`config.mk`:
```
export PLATFORM = sky130hd
export DESIGN_NAME = btp_test_port
export DESIGN_NICKNAME = d
export VERILOG_FILES = /design/src/btp_pkg.sv /design/src/btp_test_port.sv /design/src/btp_pin_sync.sv
export VERILOG_INCLUDE_DIRS = /design/src
export SDC_FILE = /design/constraint.sdc
export NUM_CORES = 1
export LEC_CHECK = 0
export ABC_CLOCK_PERIOD_IN_PS = 4000
export CAP_MARGIN = 15
export CORE_MARGIN = 2
export CORE_UTILIZATION = 64
export DETAILED_ROUTE_END_ITERATION = 7
export DONT_BUFFER_PORTS = 1
export PLACE_DENSITY = 0.91
export SLEW_MARGIN = 5
export SYNTH_ARGS = -nofsm -noshare
export SYNTH_HDL_FRONTEND = slang
export SYNTH_SLANG_ARGS = --single-unit
```
`constraint.sdc`:
```
create_clock -name core_clk_i -period 4 [get_ports core_clk_i]
set_input_delay 0.2 -clock core_clk_i [delete_from_list [all_inputs] [get_ports core_clk_i]]
set_output_delay 0.2 -clock core_clk_i [all_outputs]
set_load 0.01 [all_outputs]
```
`src/btp_consts.svh`:
```
// constants for the boundary test port block
`ifndef BTP_CONSTS_SVH
`define BTP_CONSTS_SVH
`define BTP_IR_W        4
`define BTP_IR_RESET    4'h1
`define BTP_IR_BYPASS   4'hf
`define BTP_IR_IDCODE   4'h1
`define BTP_IR_CAPTURE  4'h1
`define BTP_PIN_CNT     5
`define BTP_PIN_INIT    5'h06
`define BTP_IDCODE_VAL  32'h0000_0001
`define BTP_ID_W        32
`define BTP_SYNC_W      2
`define BTP_SYNC_INIT   2'h0
`define BTP_ST_W        16
`endif

```
`src/btp_pkg.sv`:
```
// types for the boundary test port block
`default_nettype none
package btp_pkg;
   typedef enum logic [15:0] {
      BTP_RESET      = 16'h0001,
      BTP_IDLE       = 16'h0002,
      BTP_SEL_DR     = 16'h0004,
      BTP_CAP_DR     = 16'h0008,
      BTP_SHIFT_DR   = 16'h0010,
      BTP_EXIT1_DR   = 16'h0020,
      BTP_PAUSE_DR   = 16'h0040,
      BTP_EXIT2_DR   = 16'h0080,
      BTP_UPD_DR     = 16'h0100,
      BTP_SEL_IR     = 16'h0200,
      BTP_CAP_IR     = 16'h0400,
      BTP_SHIFT_IR   = 16'h0800,
      BTP_EXIT1_IR   = 16'h1000,
      BTP_PAUSE_IR   = 16'h2000,
      BTP_EXIT2_IR   = 16'h4000,
      BTP_UPD_IR     = 16'h8000
   } btp_state_type;
endpackage
`default_nettype wire

```
`src/btp_test_port.sv`:
```
// boundary test port: tap controller, instruction, bypass and id registers
//
// Contract
// - test reset low forces the port into its reset state at any time.
// - mode select is captured on test clock rising edges to steer states.
// - test data input is sampled on each test clock rising edge.
// - test data output changes on test clock falling edges.
// - test data output floats except while shifting a scan path.
`timescale 1ns/100ps
`default_nettype none
`include "btp_consts.svh"
module btp_test_port (
   input  wire logic core_clk_i,
   input  wire logic rst_i,
   input  wire logic test_clk_i,
   input  wire logic test_mode_sel_i,
   input  wire logic test_data_i,
   input  wire logic test_reset_n_i,
   input  wire logic factory_scan_enable_i,
   output logic      test_data_o,
   output logic      test_data_oe_n_o,
   output logic      port_in_reset_o,
   output logic      scan_fault_o
);
   import btp_pkg::*;

   logic tck_s;
   logic tms_s;
   logic tdi_s;
   logic trst_n_s;
   logic fse_s;

   // pin bank order: test clock, mode select, data in, test reset, scan enable
   logic [`BTP_PIN_CNT-1:0] pin_raw;
   logic [`BTP_PIN_CNT-1:0] pin_init;
   logic [`BTP_PIN_CNT-1:0] pin_sync;

   assign pin_raw  = {factory_scan_enable_i, test_reset_n_i, test_data_i, test_mode_sel_i,
                      test_clk_i};
   // flush levels: clock idles low, test reset stays asserted until the pin is seen
   assign pin_init = `BTP_PIN_INIT;

   // the test clock is slow (200 ns) against 25 ns, so sampling finds its edges
   genvar gi;
   generate
      for (gi = 0; gi < `BTP_PIN_CNT; gi = gi + 1) begin : g_sync
         btp_pin_sync u_sync (
            .core_clk_i (core_clk_i),
            .pin_i      (pin_raw[gi]),
            .init_i     (pin_init[gi]),
            .rst_i      (rst_i),
            .sync_o     (pin_sync[gi])
         );
      end
   endgenerate

   assign tck_s    = pin_sync[0];
   assign tms_s    = pin_sync[1];
   assign tdi_s    = pin_sync[2];
   assign trst_n_s = pin_sync[3];
   assign fse_s    = pin_sync[4];

   logic                   tck_d_r;
   logic                   tck_d_nxt;
   btp_state_type          state_r;
   btp_state_type          state_nxt;
   logic [`BTP_IR_W-1:0]   ir_sh_r;
   logic [`BTP_IR_W-1:0]   ir_sh_nxt;
   logic [`BTP_IR_W-1:0]   ir_r;
   logic [`BTP_IR_W-1:0]   ir_nxt;
   logic [`BTP_ID_W-1:0]   dr_sh_r;
   logic [`BTP_ID_W-1:0]   dr_sh_nxt;
   logic                   tdo_r;
   logic                   tdo_nxt;
   logic                   oe_n_r;
   logic                   oe_n_nxt;
   logic                   in_rst_r;
   logic                   in_rst_nxt;
   logic                   fault_r;
   logic                   fault_nxt;
   logic                   rise;
   logic                   fall;
   logic                   shifting;

   assign rise     = tck_s & ~tck_d_r;
   assign fall     = ~tck_s & tck_d_r;
   assign shifting = (state_r == BTP_SHIFT_DR) || (state_r == BTP_SHIFT_IR);

   // the id register sits behind the id instruction; every other code is a one-bit bypass
   function automatic logic id_selected(input logic [`BTP_IR_W-1:0] code);
      id_selected = (code == `BTP_IR_IDCODE);
   endfunction

   // standard state step, shared by the next-state logic
   function automatic btp_state_type step(input btp_state_type s, input logic m);
      case (s)
         BTP_RESET:    step = m ? BTP_RESET  : BTP_IDLE;
         BTP_IDLE:     step = m ? BTP_SEL_DR : BTP_IDLE;
         BTP_SEL_DR:   step = m ? BTP_SEL_IR : BTP_CAP_DR;
         BTP_CAP_DR:   step = m ? BTP_EXIT1_DR : BTP_SHIFT_DR;
         BTP_SHIFT_DR: step = m ? BTP_EXIT1_DR : BTP_SHIFT_DR;
         BTP_EXIT1_DR: step = m ? BTP_UPD_DR : BTP_PAUSE_DR;
         BTP_PAUSE_DR: step = m ? BTP_EXIT2_DR : BTP_PAUSE_DR;
         BTP_EXIT2_DR: step = m ? BTP_UPD_DR : BTP_SHIFT_DR;
         BTP_UPD_DR:   step = m ? BTP_SEL_DR : BTP_IDLE;
         BTP_SEL_IR:   step = m ? BTP_RESET  : BTP_CAP_IR;
         BTP_CAP_IR:   step = m ? BTP_EXIT1_IR : BTP_SHIFT_IR;
         BTP_SHIFT_IR: step = m ? BTP_EXIT1_IR : BTP_SHIFT_IR;
         BTP_EXIT1_IR: step = m ? BTP_UPD_IR : BTP_PAUSE_IR;
         BTP_PAUSE_IR: step = m ? BTP_EXIT2_IR : BTP_PAUSE_IR;
         BTP_EXIT2_IR: step = m ? BTP_UPD_IR : BTP_SHIFT_IR;
         BTP_UPD_IR:   step = m ? BTP_SEL_DR : BTP_IDLE;
         default:      step = BTP_RESET;
      endcase
   endfunction

   // edge detector idles low like the pin, so leaving reset makes no false edge
   always_comb begin
      tck_d_nxt = tck_s;
      if (rst_i) begin
         tck_d_nxt = 1'b0;
      end
   end

   always_ff @(posedge core_clk_i) begin
      tck_d_r <= tck_d_nxt;
   end

   // factory scan enable must stay low; the flag survives test reset on purpose
   always_comb begin
      fault_nxt = fault_r | fse_s;
      if (rst_i) begin
         fault_nxt = 1'b0;
      end
   end

   always_ff @(posedge core_clk_i) begin
      fault_r <= fault_nxt;
   end

   // controller state, instruction and data shift registers
   always_comb begin
      state_nxt  = state_r;
      ir_sh_nxt  = ir_sh_r;
      ir_nxt     = ir_r;
      dr_sh_nxt  = dr_sh_r;
      in_rst_nxt = (state_r == BTP_RESET);
      if (rise) begin
         state_nxt = step(state_r, tms_s);
         case (state_r)
            BTP_CAP_IR:   ir_sh_nxt = `BTP_IR_CAPTURE;
            BTP_SHIFT_IR: ir_sh_nxt = {tdi_s, ir_sh_r[`BTP_IR_W-1:1]};
            BTP_UPD_IR:   ir_nxt    = ir_sh_r;
            BTP_CAP_DR:   dr_sh_nxt = id_selected(ir_r) ? `BTP_IDCODE_VAL : `BTP_ID_W'(0);
            BTP_SHIFT_DR: begin
               // bypass keeps one stage, so the id word never leaks out behind it
               if (id_selected(ir_r)) begin
                  dr_sh_nxt = {tdi_s, dr_sh_r[`BTP_ID_W-1:1]};
               end else begin
                  dr_sh_nxt = {(`BTP_ID_W-1)'(0), tdi_s};
               end
            end
            default: ;
         endcase
      end
      // low or tied pin keeps port reset
      // synchronised, so the reset lands three core cycles after the pin
      if (!trst_n_s) begin
         state_nxt  = BTP_RESET;
         ir_nxt     = `BTP_IR_RESET;
         in_rst_nxt = 1'b1;
      end
      if (rst_i) begin
         state_nxt  = BTP_RESET;
         ir_sh_nxt  = `BTP_IR_RESET;
         ir_nxt     = `BTP_IR_RESET;
         dr_sh_nxt  = `BTP_ID_W'(0);
         in_rst_nxt = 1'b1;
      end
   end

   always_ff @(posedge core_clk_i) begin
      state_r  <= state_nxt;
      ir_sh_r  <= ir_sh_nxt;
      ir_r     <= ir_nxt;
      dr_sh_r  <= dr_sh_nxt;
      in_rst_r <= in_rst_nxt;
   end

   // pin driver moves only after a test clock fall or floats on test reset, so the next rise sees it settled
   always_comb begin
      tdo_nxt  = tdo_r;
      oe_n_nxt = oe_n_r;
      if (fall) begin
         oe_n_nxt = ~shifting;
         tdo_nxt  = (state_r == BTP_SHIFT_IR) ? ir_sh_r[0] : dr_sh_r[0];
      end
      if (!trst_n_s) begin
         oe_n_nxt = 1'b1;
      end
      if (rst_i) begin
         tdo_nxt  = 1'b0;
         oe_n_nxt = 1'b1;
      end
   end

   always_ff @(posedge core_clk_i) begin
      tdo_r  <= tdo_nxt;
      oe_n_r <= oe_n_nxt;
   end

   assign test_data_o      = tdo_r;
   assign test_data_oe_n_o = oe_n_r;
   assign port_in_reset_o  = in_rst_r;
   assign scan_fault_o     = fault_r;
endmodule // btp_test_port
`default_nettype wire

```
`src/btp_pin_sync.sv`:
```
// two-flop synchroniser for one pin
`timescale 1ns/100ps
`default_nettype none
`include "btp_consts.svh"
module btp_pin_sync (
   input  wire logic core_clk_i,
   input  wire logic pin_i,
   input  wire logic init_i,
   input  wire logic rst_i,
   output logic      sync_o
);
   logic [`BTP_SYNC_W-1:0] stage_r;
   logic [`BTP_SYNC_W-1:0] stage_nxt;
   always_comb begin
      stage_nxt = {stage_r[0], pin_i};
      if (rst_i) begin
         stage_nxt = {init_i, init_i};
      end
   end
   always_ff @(posedge core_clk_i) begin
      stage_r <= stage_nxt;
   end
   assign sync_o = stage_r[1];
endmodule // btp_pin_sync
`default_nettype wire

```
==> results.md, run 1 <==
- Core Area: 4629 um^2
- Clk root buf: clkbuf_8
- Post-synth top flop: dfxtp_1
- Gr usage total: 0.2413
- Number of antenna-violating nets in the routed design: 0
- Antenna violations before repair: 0
- Status: finished, final reports clean
- Mapped Nets: between 300 and 400
- Clk_skew: 0.007823 ns
- # port buffers: 0
- CTS Buf Count: 9
- CTS Sinks: 71
- Setup violations, final: 0
- Drt total wl: between 5000 and 6000 um
- Post-synth EDFFs: 0
- Tmin final: 2.465 ns
- Peak supply drop: around 0.37 mV
- Max Cap Viol: 0
- Ys Warns: 0
- Initial DRC Count: 374
- Synth Cell Area: a little over 3000 um^2
- Seq/Total Area, Yosys: 0.4694
- Max Fclk: 405.7 MHz
- Period utilisation layout: 0.6163
- Worst setup SP type: register
- Die Y: 72.78 um
- Average size of a mapped cell: 9.260 um^2
- Placed Instance Area: 2942 um^2
- Final Cell Area: 3197 um^2
- Mapped Cells: 327
- PD cells: 409.0 nW/um^2
- CTS Buffer Depth: 2
- Die footprint: 5297 um^2
- Final Hold Vio Count: 0
- Critical path endpoint category: register
- Detailed Routing Iterations Pass 1: 6
- Pin count of the biggest net entering global routing: 51
- # rows: 25
- CP required: 4.23 ns
- Leading area contributor after synthesis: dfxtp_1
- Seq cells post-synth: roughly 70
- Most frequent cells in the layout: dfxtp_1 (71), nor2_1 (58), a22oi_1 (37)
- Leakage: 1.059 nW
- Skew-Pair Late Insertion Delay: 0.34 ns
- Antenna Cells: 0
- H-Tree Depth: 3
- Min-Delay Path Class: input port to register
- Worst path arrival time: 2.69 ns
- Routed vias/inst: 6.362
- Post-route setup TNS: 0 ns
- Worst-path clk slew: 0.08 ns
- Least-Margin Pin Slew: 1.075 ns
- Layout Area Growth over Synthesis: 5.579%
- Async set-or-reset flop fraction in the synthesized netlist: 0
- CP Max Fanout: 33
- Die width: 72.78 um
- Vias in the first global route: 2105
- Post-DP HPWL: 3679 um
- Most common cell after layout, fill and taps aside: dfxtp_1
- GR Overflow Total: 0
- Initial core utilization: 0.6541
- Number of fill cells: 328
- First-pass GRT wire length: 9908 um
- Kind of critical path: register to register
- Vias post-DR: 2392
- Avg WL per Cell: 15.64 um
- Slew Limit Headroom: 0.2834
- Residual DRC: 0
- TritonCTS clock tree: yes
- IO Count: 11
- # nets final: 324
- Synth area leaders: dfxtp_1 (47%), a22oi_1 (9.2%), nor2_1 (7.2%), nor4_4 (4.2%), buf_6 (2.6%)
- RSZ-0062 raised after global routing: no
- Share of cells above drive strength 1: 0.1056
- Synth unique cells: 47
- Final GP Congestion: between 0.8 and 0.9
- Synth top area share: 0.4694
- CTS-repair resized insts: 0
- Slew Limit Fails: 0
==> cells by family (layout without fill, tap and decap cells) <==
logic type,after synthesis,after routing,synth area share
AND/OR/NAND/NOR,143,143,0.2744
flip-flops,71,71,0.4694
AO/OA/AOI/OAI,69,69,0.1587
buffers and inverters,32,27,0.06074
XOR/XNOR,7,7,0.02025
multiplexers,5,5,0.01653
==> cell type report <==
type	count	area (um^2)	share of cell area
Clock inverter	7	71.32	0.02231
Clock buffer	9	123.9	0.03875
Multi-Input combinational cell	224	1423	0.4450
Sequential cell	71	1421	0.4446
Inverter	4	15.01	0.004697
Tap cell	54	67.56	0.02114
Timing Repair Buffer	7	75.07	0.02348
==> path summary, 6_finish.rpt <==
path	slack, ns	cells after the start	end	from
worst min-delay path	0.01	1	g_sync[0].u_sync.stage_r[0]	test_clk_i
worst max-delay path	1.53	5	dr_sh_r[8]	state_r[15]
worst max register to register	1.53	5	dr_sh_r[8]	state_r[15]
worst min register to register	0.41	1	g_sync[1].u_sync.stage_r[1]	g_sync[1].u_sync.stage_r[0]
==> power breakdown <==
group          internal [W]  switching, W   total, W
sequential         0.000712    0.00000417   0.000716
clock              0.000287      0.000276   0.000563
combinational     0.0000110     0.0000169  0.0000279
total               0.00101      0.000297    0.00131
==> cells in the mapped netlist, drive strengths merged (5+ instances only) <==
cell type,number
a21oi,12
nor4,9
or2,5
nor4b,6
a22oi,37
mux2i,5
nor3,8
xor2,5
nand3,7
nor2,59
o21ai,7
nor2b,9
dfxtp,71
nand4,7
clkbuf,15
nand2,14
buf,13
==> stage by stage <==
| step | total power (W) | instances | hold slack, ns | util | setup WS [ns] |
|---|---|---|---|---|---|
| finish | 0.001308 | 376 | 0.01273 | 0.6905 | 1.535 |
| global route | 0.001348 | 376 | 0.009864 | 0.6905 | 1.356 |
| CTS | 0.001315 | 376 | 0.006301 | 0.6905 | 1.640 |
| detailed placement | 0.0007487 | 355 | 0.2769 | 0.6354 | 1.673 |
| global placement | 0.0007478 | 355 | 0.2754 | 0.6354 | 1.754 |
| floorplan | 0.0007507 | 327 | 0.3038 | - | 2.110 |
==> what timing repair did <==
action,4_1_cts,5_1_grt
buffers inserted,0,0
hold endpoints to repair,51,0
hold buffers,5,0
==> flip-flops by register name, summed over array words and instances (netlist names) <==
name,cells
dr_sh_r,32
ir_sh_r,4
scan_fault_o,1
tck_d_r,1
test_data_o,1
g_sync.u_sync.stage_r,10
ir_r,4
state_r,16
port_in_reset_o,1
test_data_oe_n_o,1
==> worst max-delay path, cell delays in order, from the launching register on <==
cell,delay [ns]
dfxtp_1,0.44
nor4_4,0.53
nand3_2,0.22
or2_1,0.67
a22oi_1,0.38
nor2_1,0.09
==> metal layers <==
layer  wire length (um)  GRT usage  vias to the layer above
li1                   -          -                     1151
met1               2602     0.3219                     1135
met3                326    0.06077                       19
met4                147     0.1111                        0
met5                  0          0                        -
met2               2806     0.3687                       87
Note: power is estimated with default switching activity, not from simulation.
==> run 2, diff against run 1 <==
--- a/config.mk
+++ b/config.mk
@@ -6,13 +6,14 @@
 export SDC_FILE = /design/constraint.sdc
 export NUM_CORES = 1
 export LEC_CHECK = 0
-export ABC_CLOCK_PERIOD_IN_PS = 4000
+export ABC_AREA = 1
+export ABC_CLOCK_PERIOD_IN_PS = 2400
 export CAP_MARGIN = 15
 export CORE_MARGIN = 2
-export CORE_UTILIZATION = 64
+export CORE_UTILIZATION = 63
 export DETAILED_ROUTE_END_ITERATION = 7
 export DONT_BUFFER_PORTS = 1
-export PLACE_DENSITY = 0.91
+export PLACE_DENSITY = 0.9
 export SLEW_MARGIN = 5
 export SYNTH_ARGS = -nofsm -noshare
 export SYNTH_HDL_FRONTEND = slang
==> constraint.sdc (replaced) <==
create_clock -name core_clk_i -period 2.4 [get_ports core_clk_i]
set_input_delay 0.12 -clock core_clk_i [delete_from_list [all_inputs] [get_ports core_clk_i]]
set_output_delay 0.12 -clock core_clk_i [all_outputs]
set_load 0.01 [all_outputs]
==> run 2 against run 1 <==
Effect of this change:
- critical path depth increased by 3
- design area rose by 9.8%
- area after synthesis is 7.2% higher
- final cell count up 47%
- sequential power increased by 66%
- maximum frequency is 25% higher
- global-route usage is 2.1 points higher
- routed wire length grew 13%
- sequential share of layout area down 4.0 points
- clock power grew 71%
- critical path type unchanged
==> results.md, run 2 <==
- Status: finished, final reports clean
- Mapped Cells: 472 (+44%)
- Drt total wl: 6637 um (+13%)
- Max Fclk: 506.9 MHz (+25%)
- Vias in the first global route: 2617 (+24%)
- Area of the multi-input gates: 1451 um^2 (+2.0%)
- Critical R2R Capture: dr_sh_r[10]
- CP Max Fanout: 33 (unchanged)
- Total power: 0.002213 W (+69%)
- Max Cap Viol: 0 (unchanged)
- Seq cells post-synth: 71 (unchanged)
- CP required: 2.64 ns (-1.59 ns)
- Die Y: 75.79 um (+4.1%)
- Top flop regs: dr_sh_r x32, state_r x16, g_sync.u_sync.stage_r x10
- Most common cell after layout, fill and taps aside: nor2_1
- Gr usage total: 0.2621 (+0.02079)
- Crit path cell chain: nor2_2 > nand2_2 > nor2_8 > nand4_4 > nand2_1 > nand2_2 > o21ai_1 > nor2_1
- Antenna Cells: 0 (unchanged)
- Average size of a mapped cell: 6.879 um^2 (-26%)
- Peak supply drop: 0.6023 mV (+63%)
- Leading area contributor after synthesis: dfxtp_1
- Initial DRC Count: 206 (-45%)
- Core Area: 5042 um^2 (+8.9%)
- Count leader, synth: nor2_1
- CTS Buf Count: 9 (unchanged)
- Fin cells: 552 (+47%)
- Slew Limit Headroom: 0.5936 (+0.3103)
- Skew-Pair Late Insertion Delay: 0.36 ns (+0.02 ns)
- RSZ-0062 raised after global routing: no
- Worst path arrival time: 2.22 ns (-0.47 ns)
- Fin util: 0.6960 (+0.005489)
- Critical path endpoint category: register
- Pin count of the biggest net entering global routing: 38 (-25%)
- Storage cell area: 1421 um^2 (unchanged)
- Clk root buf: clkbuf_8
- Clk_skew: 0.01053 ns (+0.002707 ns)
- Routed vias/inst: 5.116 (-20%)
- Tmin final: 1.973 ns (-0.4921 ns)
- Synth Cell Area: 3247 um^2 (+7.2%)
- # rows: 26 (+4.0%)
- Detailed Routing Iterations Pass 1: 6 (unchanged)
- Number of fill cells: 380 (+16%)
- Post-synth EDFFs: 0 (unchanged)
- Final Cell Area: 3510 um^2 (+9.8%)
- Slew Limit Fails: 0 (unchanged)
- Placed Instance Area: 3252 um^2 (+11%)
- Least-Margin Pin Slew: 0.6074 ns (-0.4676 ns)
- Post CTS Setup Buffer Count: 0 (unchanged)
- Setup violations, final: 0 (unchanged)
- Synth unique cells: 31 (-34%)
- Hold worst-path end: dr_sh_r[0]
- Post-synth top flop: dfxtp_1
- Reg2Reg Depth: 8 (+3)
- # nets final: 484 (+49%)
- Critical Path Most Common Cell: nand2_2
- Residual DRC: 0 (unchanged)
- Avg WL per Cell: 12.02 um (-23%)
- GR Overflow Total: 0 (unchanged)
- Final GP Congestion: 0.8916 (-0.70%)
- PD cells: 630.4 nW/um^2 (+54%)
- Vias post-DR: 2824 (+18%)
- Post-route setup TNS: 0 ns (unchanged)
- Ys Warns: 0 (unchanged)
- Max reg flops: 32 (unchanged)
- Antenna violations before repair: 0 (unchanged)
- Worst-path clk slew: 0.08 ns (about the same)
- Reg2reg start: state_r[8]
- Worst setup SP type: register
- # port buffers: 0 (unchanged)
- CP max stage cell: dfxtp_1
- H-Tree Depth: 3 (unchanged)
- Share of cells above drive strength 1: 0.09751 (-0.008080)
- Final Hold Vio Count: 0 (unchanged)
- Most frequent cells in the layout: nor2_1 (132), nand2_1 (72), dfxtp_1 (71)
- Synth top area share: 0.4378 (-0.03166)
- Layout Area Growth over Synthesis: 8.093%
- Number of antenna-violating nets in the routed design: 0 (unchanged)
- CTS Sinks: 71 (unchanged)
- Seq/Total Area, Yosys: 0.4378 (-0.03166)
- Family with the most delay on the worst path: simple AND/OR/NAND/NOR gates
- First-pass GRT wire length: 11180 um (+13%)
- Min-Delay Path Class: input port to register
- Commonest cells in the synthesized netlist: nor2_1 (132), nand2_1 (72), dfxtp_1 (71)
- Reg with most FFs: dr_sh_r
- R2R Setup Slk: 0.43 ns (-1.11 ns)
- Mapped Nets: 479 (+43%)
- Post-DP HPWL: 4066 um (+11%)
- Hold Path Depth: 4 (+3)
- Die width: 75.79 um (+4.1%)
- TritonCTS clock tree: yes
- Cells after DPL: 530 (+49%)
- Critical path buffers and inverters: 0 (unchanged)
- IO Count: 11 (unchanged)
- Die footprint: 5744 um^2 (+8.4%)
- Initial core utilization: 0.6439 (-0.01013)
- CTS-repair resized insts: 0 (unchanged)
- Period utilisation layout: 0.8221 (+0.2058)
- CTS Buffer Depth: 2 (unchanged)
- Kind of critical path: register to register
- Synth area leaders: dfxtp_1 (44%), nor2_1 (15%), nand2_1 (8.3%), inv_1 (7.4%), o21ai_1 (4.5%)
- Leakage: 1.370 nW (+29%)
- Worst Min Path Start: rst_i
- Largest stage delay, worst path: 0.34 ns (-0.33 ns)
- Async set-or-reset flop fraction in the synthesized netlist: 0 (unchanged)
==> run 2: cell count changes in the layout (fill, tap and decap cells not counted), sizes merged, moves of 13 or more <==
cell,change
a22oi,-37
nor2,+85
o21ai,+35
nand2,+64
a21oi,+13
inv,+62
==> run 2: worst reg2reg max path, delay by kind of cell (launching register included) <==
family / cells / cell delay (ns)
AO/OA/AOI/OAI: 1 / 0.33
flip-flops: 1 / 0.34
AND/OR/NAND/NOR: 7 / 1.17
==> run 2: metrics by stage <==
step	worst slack, ns	hold slack, ns
5_1_grt	0.2918	0.2186
3_3_place_gp	0.5732	0.1932
6_report	0.4271	0.2128
4_1_cts	0.4632	0.2107
2_1_floorplan	0.9252	0.2238
3_5_place_dp	0.5298	0.1946
==> run 2: per-layer routing <==
metal	GRT usage	share of wire	vias to the layer above
li1	-	-	1458
met1	0.3063	0.44	1262
met2	0.4435	0.49	87
met3	0.08201	0.047	17
met4	0.1092	0.023	0
met5	0	0	-
==> run 2: how the worst max path moves through the flow <==
stage	from	to	cells after the start
3_3_place_gp	state_r[12]	dr_sh_r[16]	8
5_1_grt	state_r[4]	dr_sh_r[16]	8
4_1_cts	state_r[12]	dr_sh_r[10]	8
3_5_place_dp	state_r[12]	dr_sh_r[16]	8
6_report	state_r[8]	dr_sh_r[10]	8
2_1_floorplan	state_r[12]	dr_sh_r[17]	9
==> run 2: logic make-up after synthesis <==
kind of cell / synth area share
compound gates: 0.1160
simple gates: 0.3310
flops: 0.4378
buf+inv: 0.1152
==> run 2: final cells by class <==
| cell class | instances | area share |
|---|---|---|
| clock inverters | 6 | 0.01996 |
| inverters | 68 | 0.07308 |
| well taps | 70 | 0.02496 |
| flip-flops and latches | 71 | 0.4050 |
| multi-input cells | 318 | 0.4135 |
| repair buffers | 9 | 0.02709 |
| clock buffers | 10 | 0.03636 |
==> run 2: repair_timing <==
item | in CTS | in global routing
hold endpoints to repair | 13 | 0
hold buffers | 6 | 0
setup endpoints to repair | 0 | 0
==> run 2: power by group <==
group	switching [W]	internal, W	total (W)
clock	0.000477	0.000485	0.000962
sequential	0.00000487	0.00119	0.00119
combinational	0.0000374	0.0000217	0.0000591
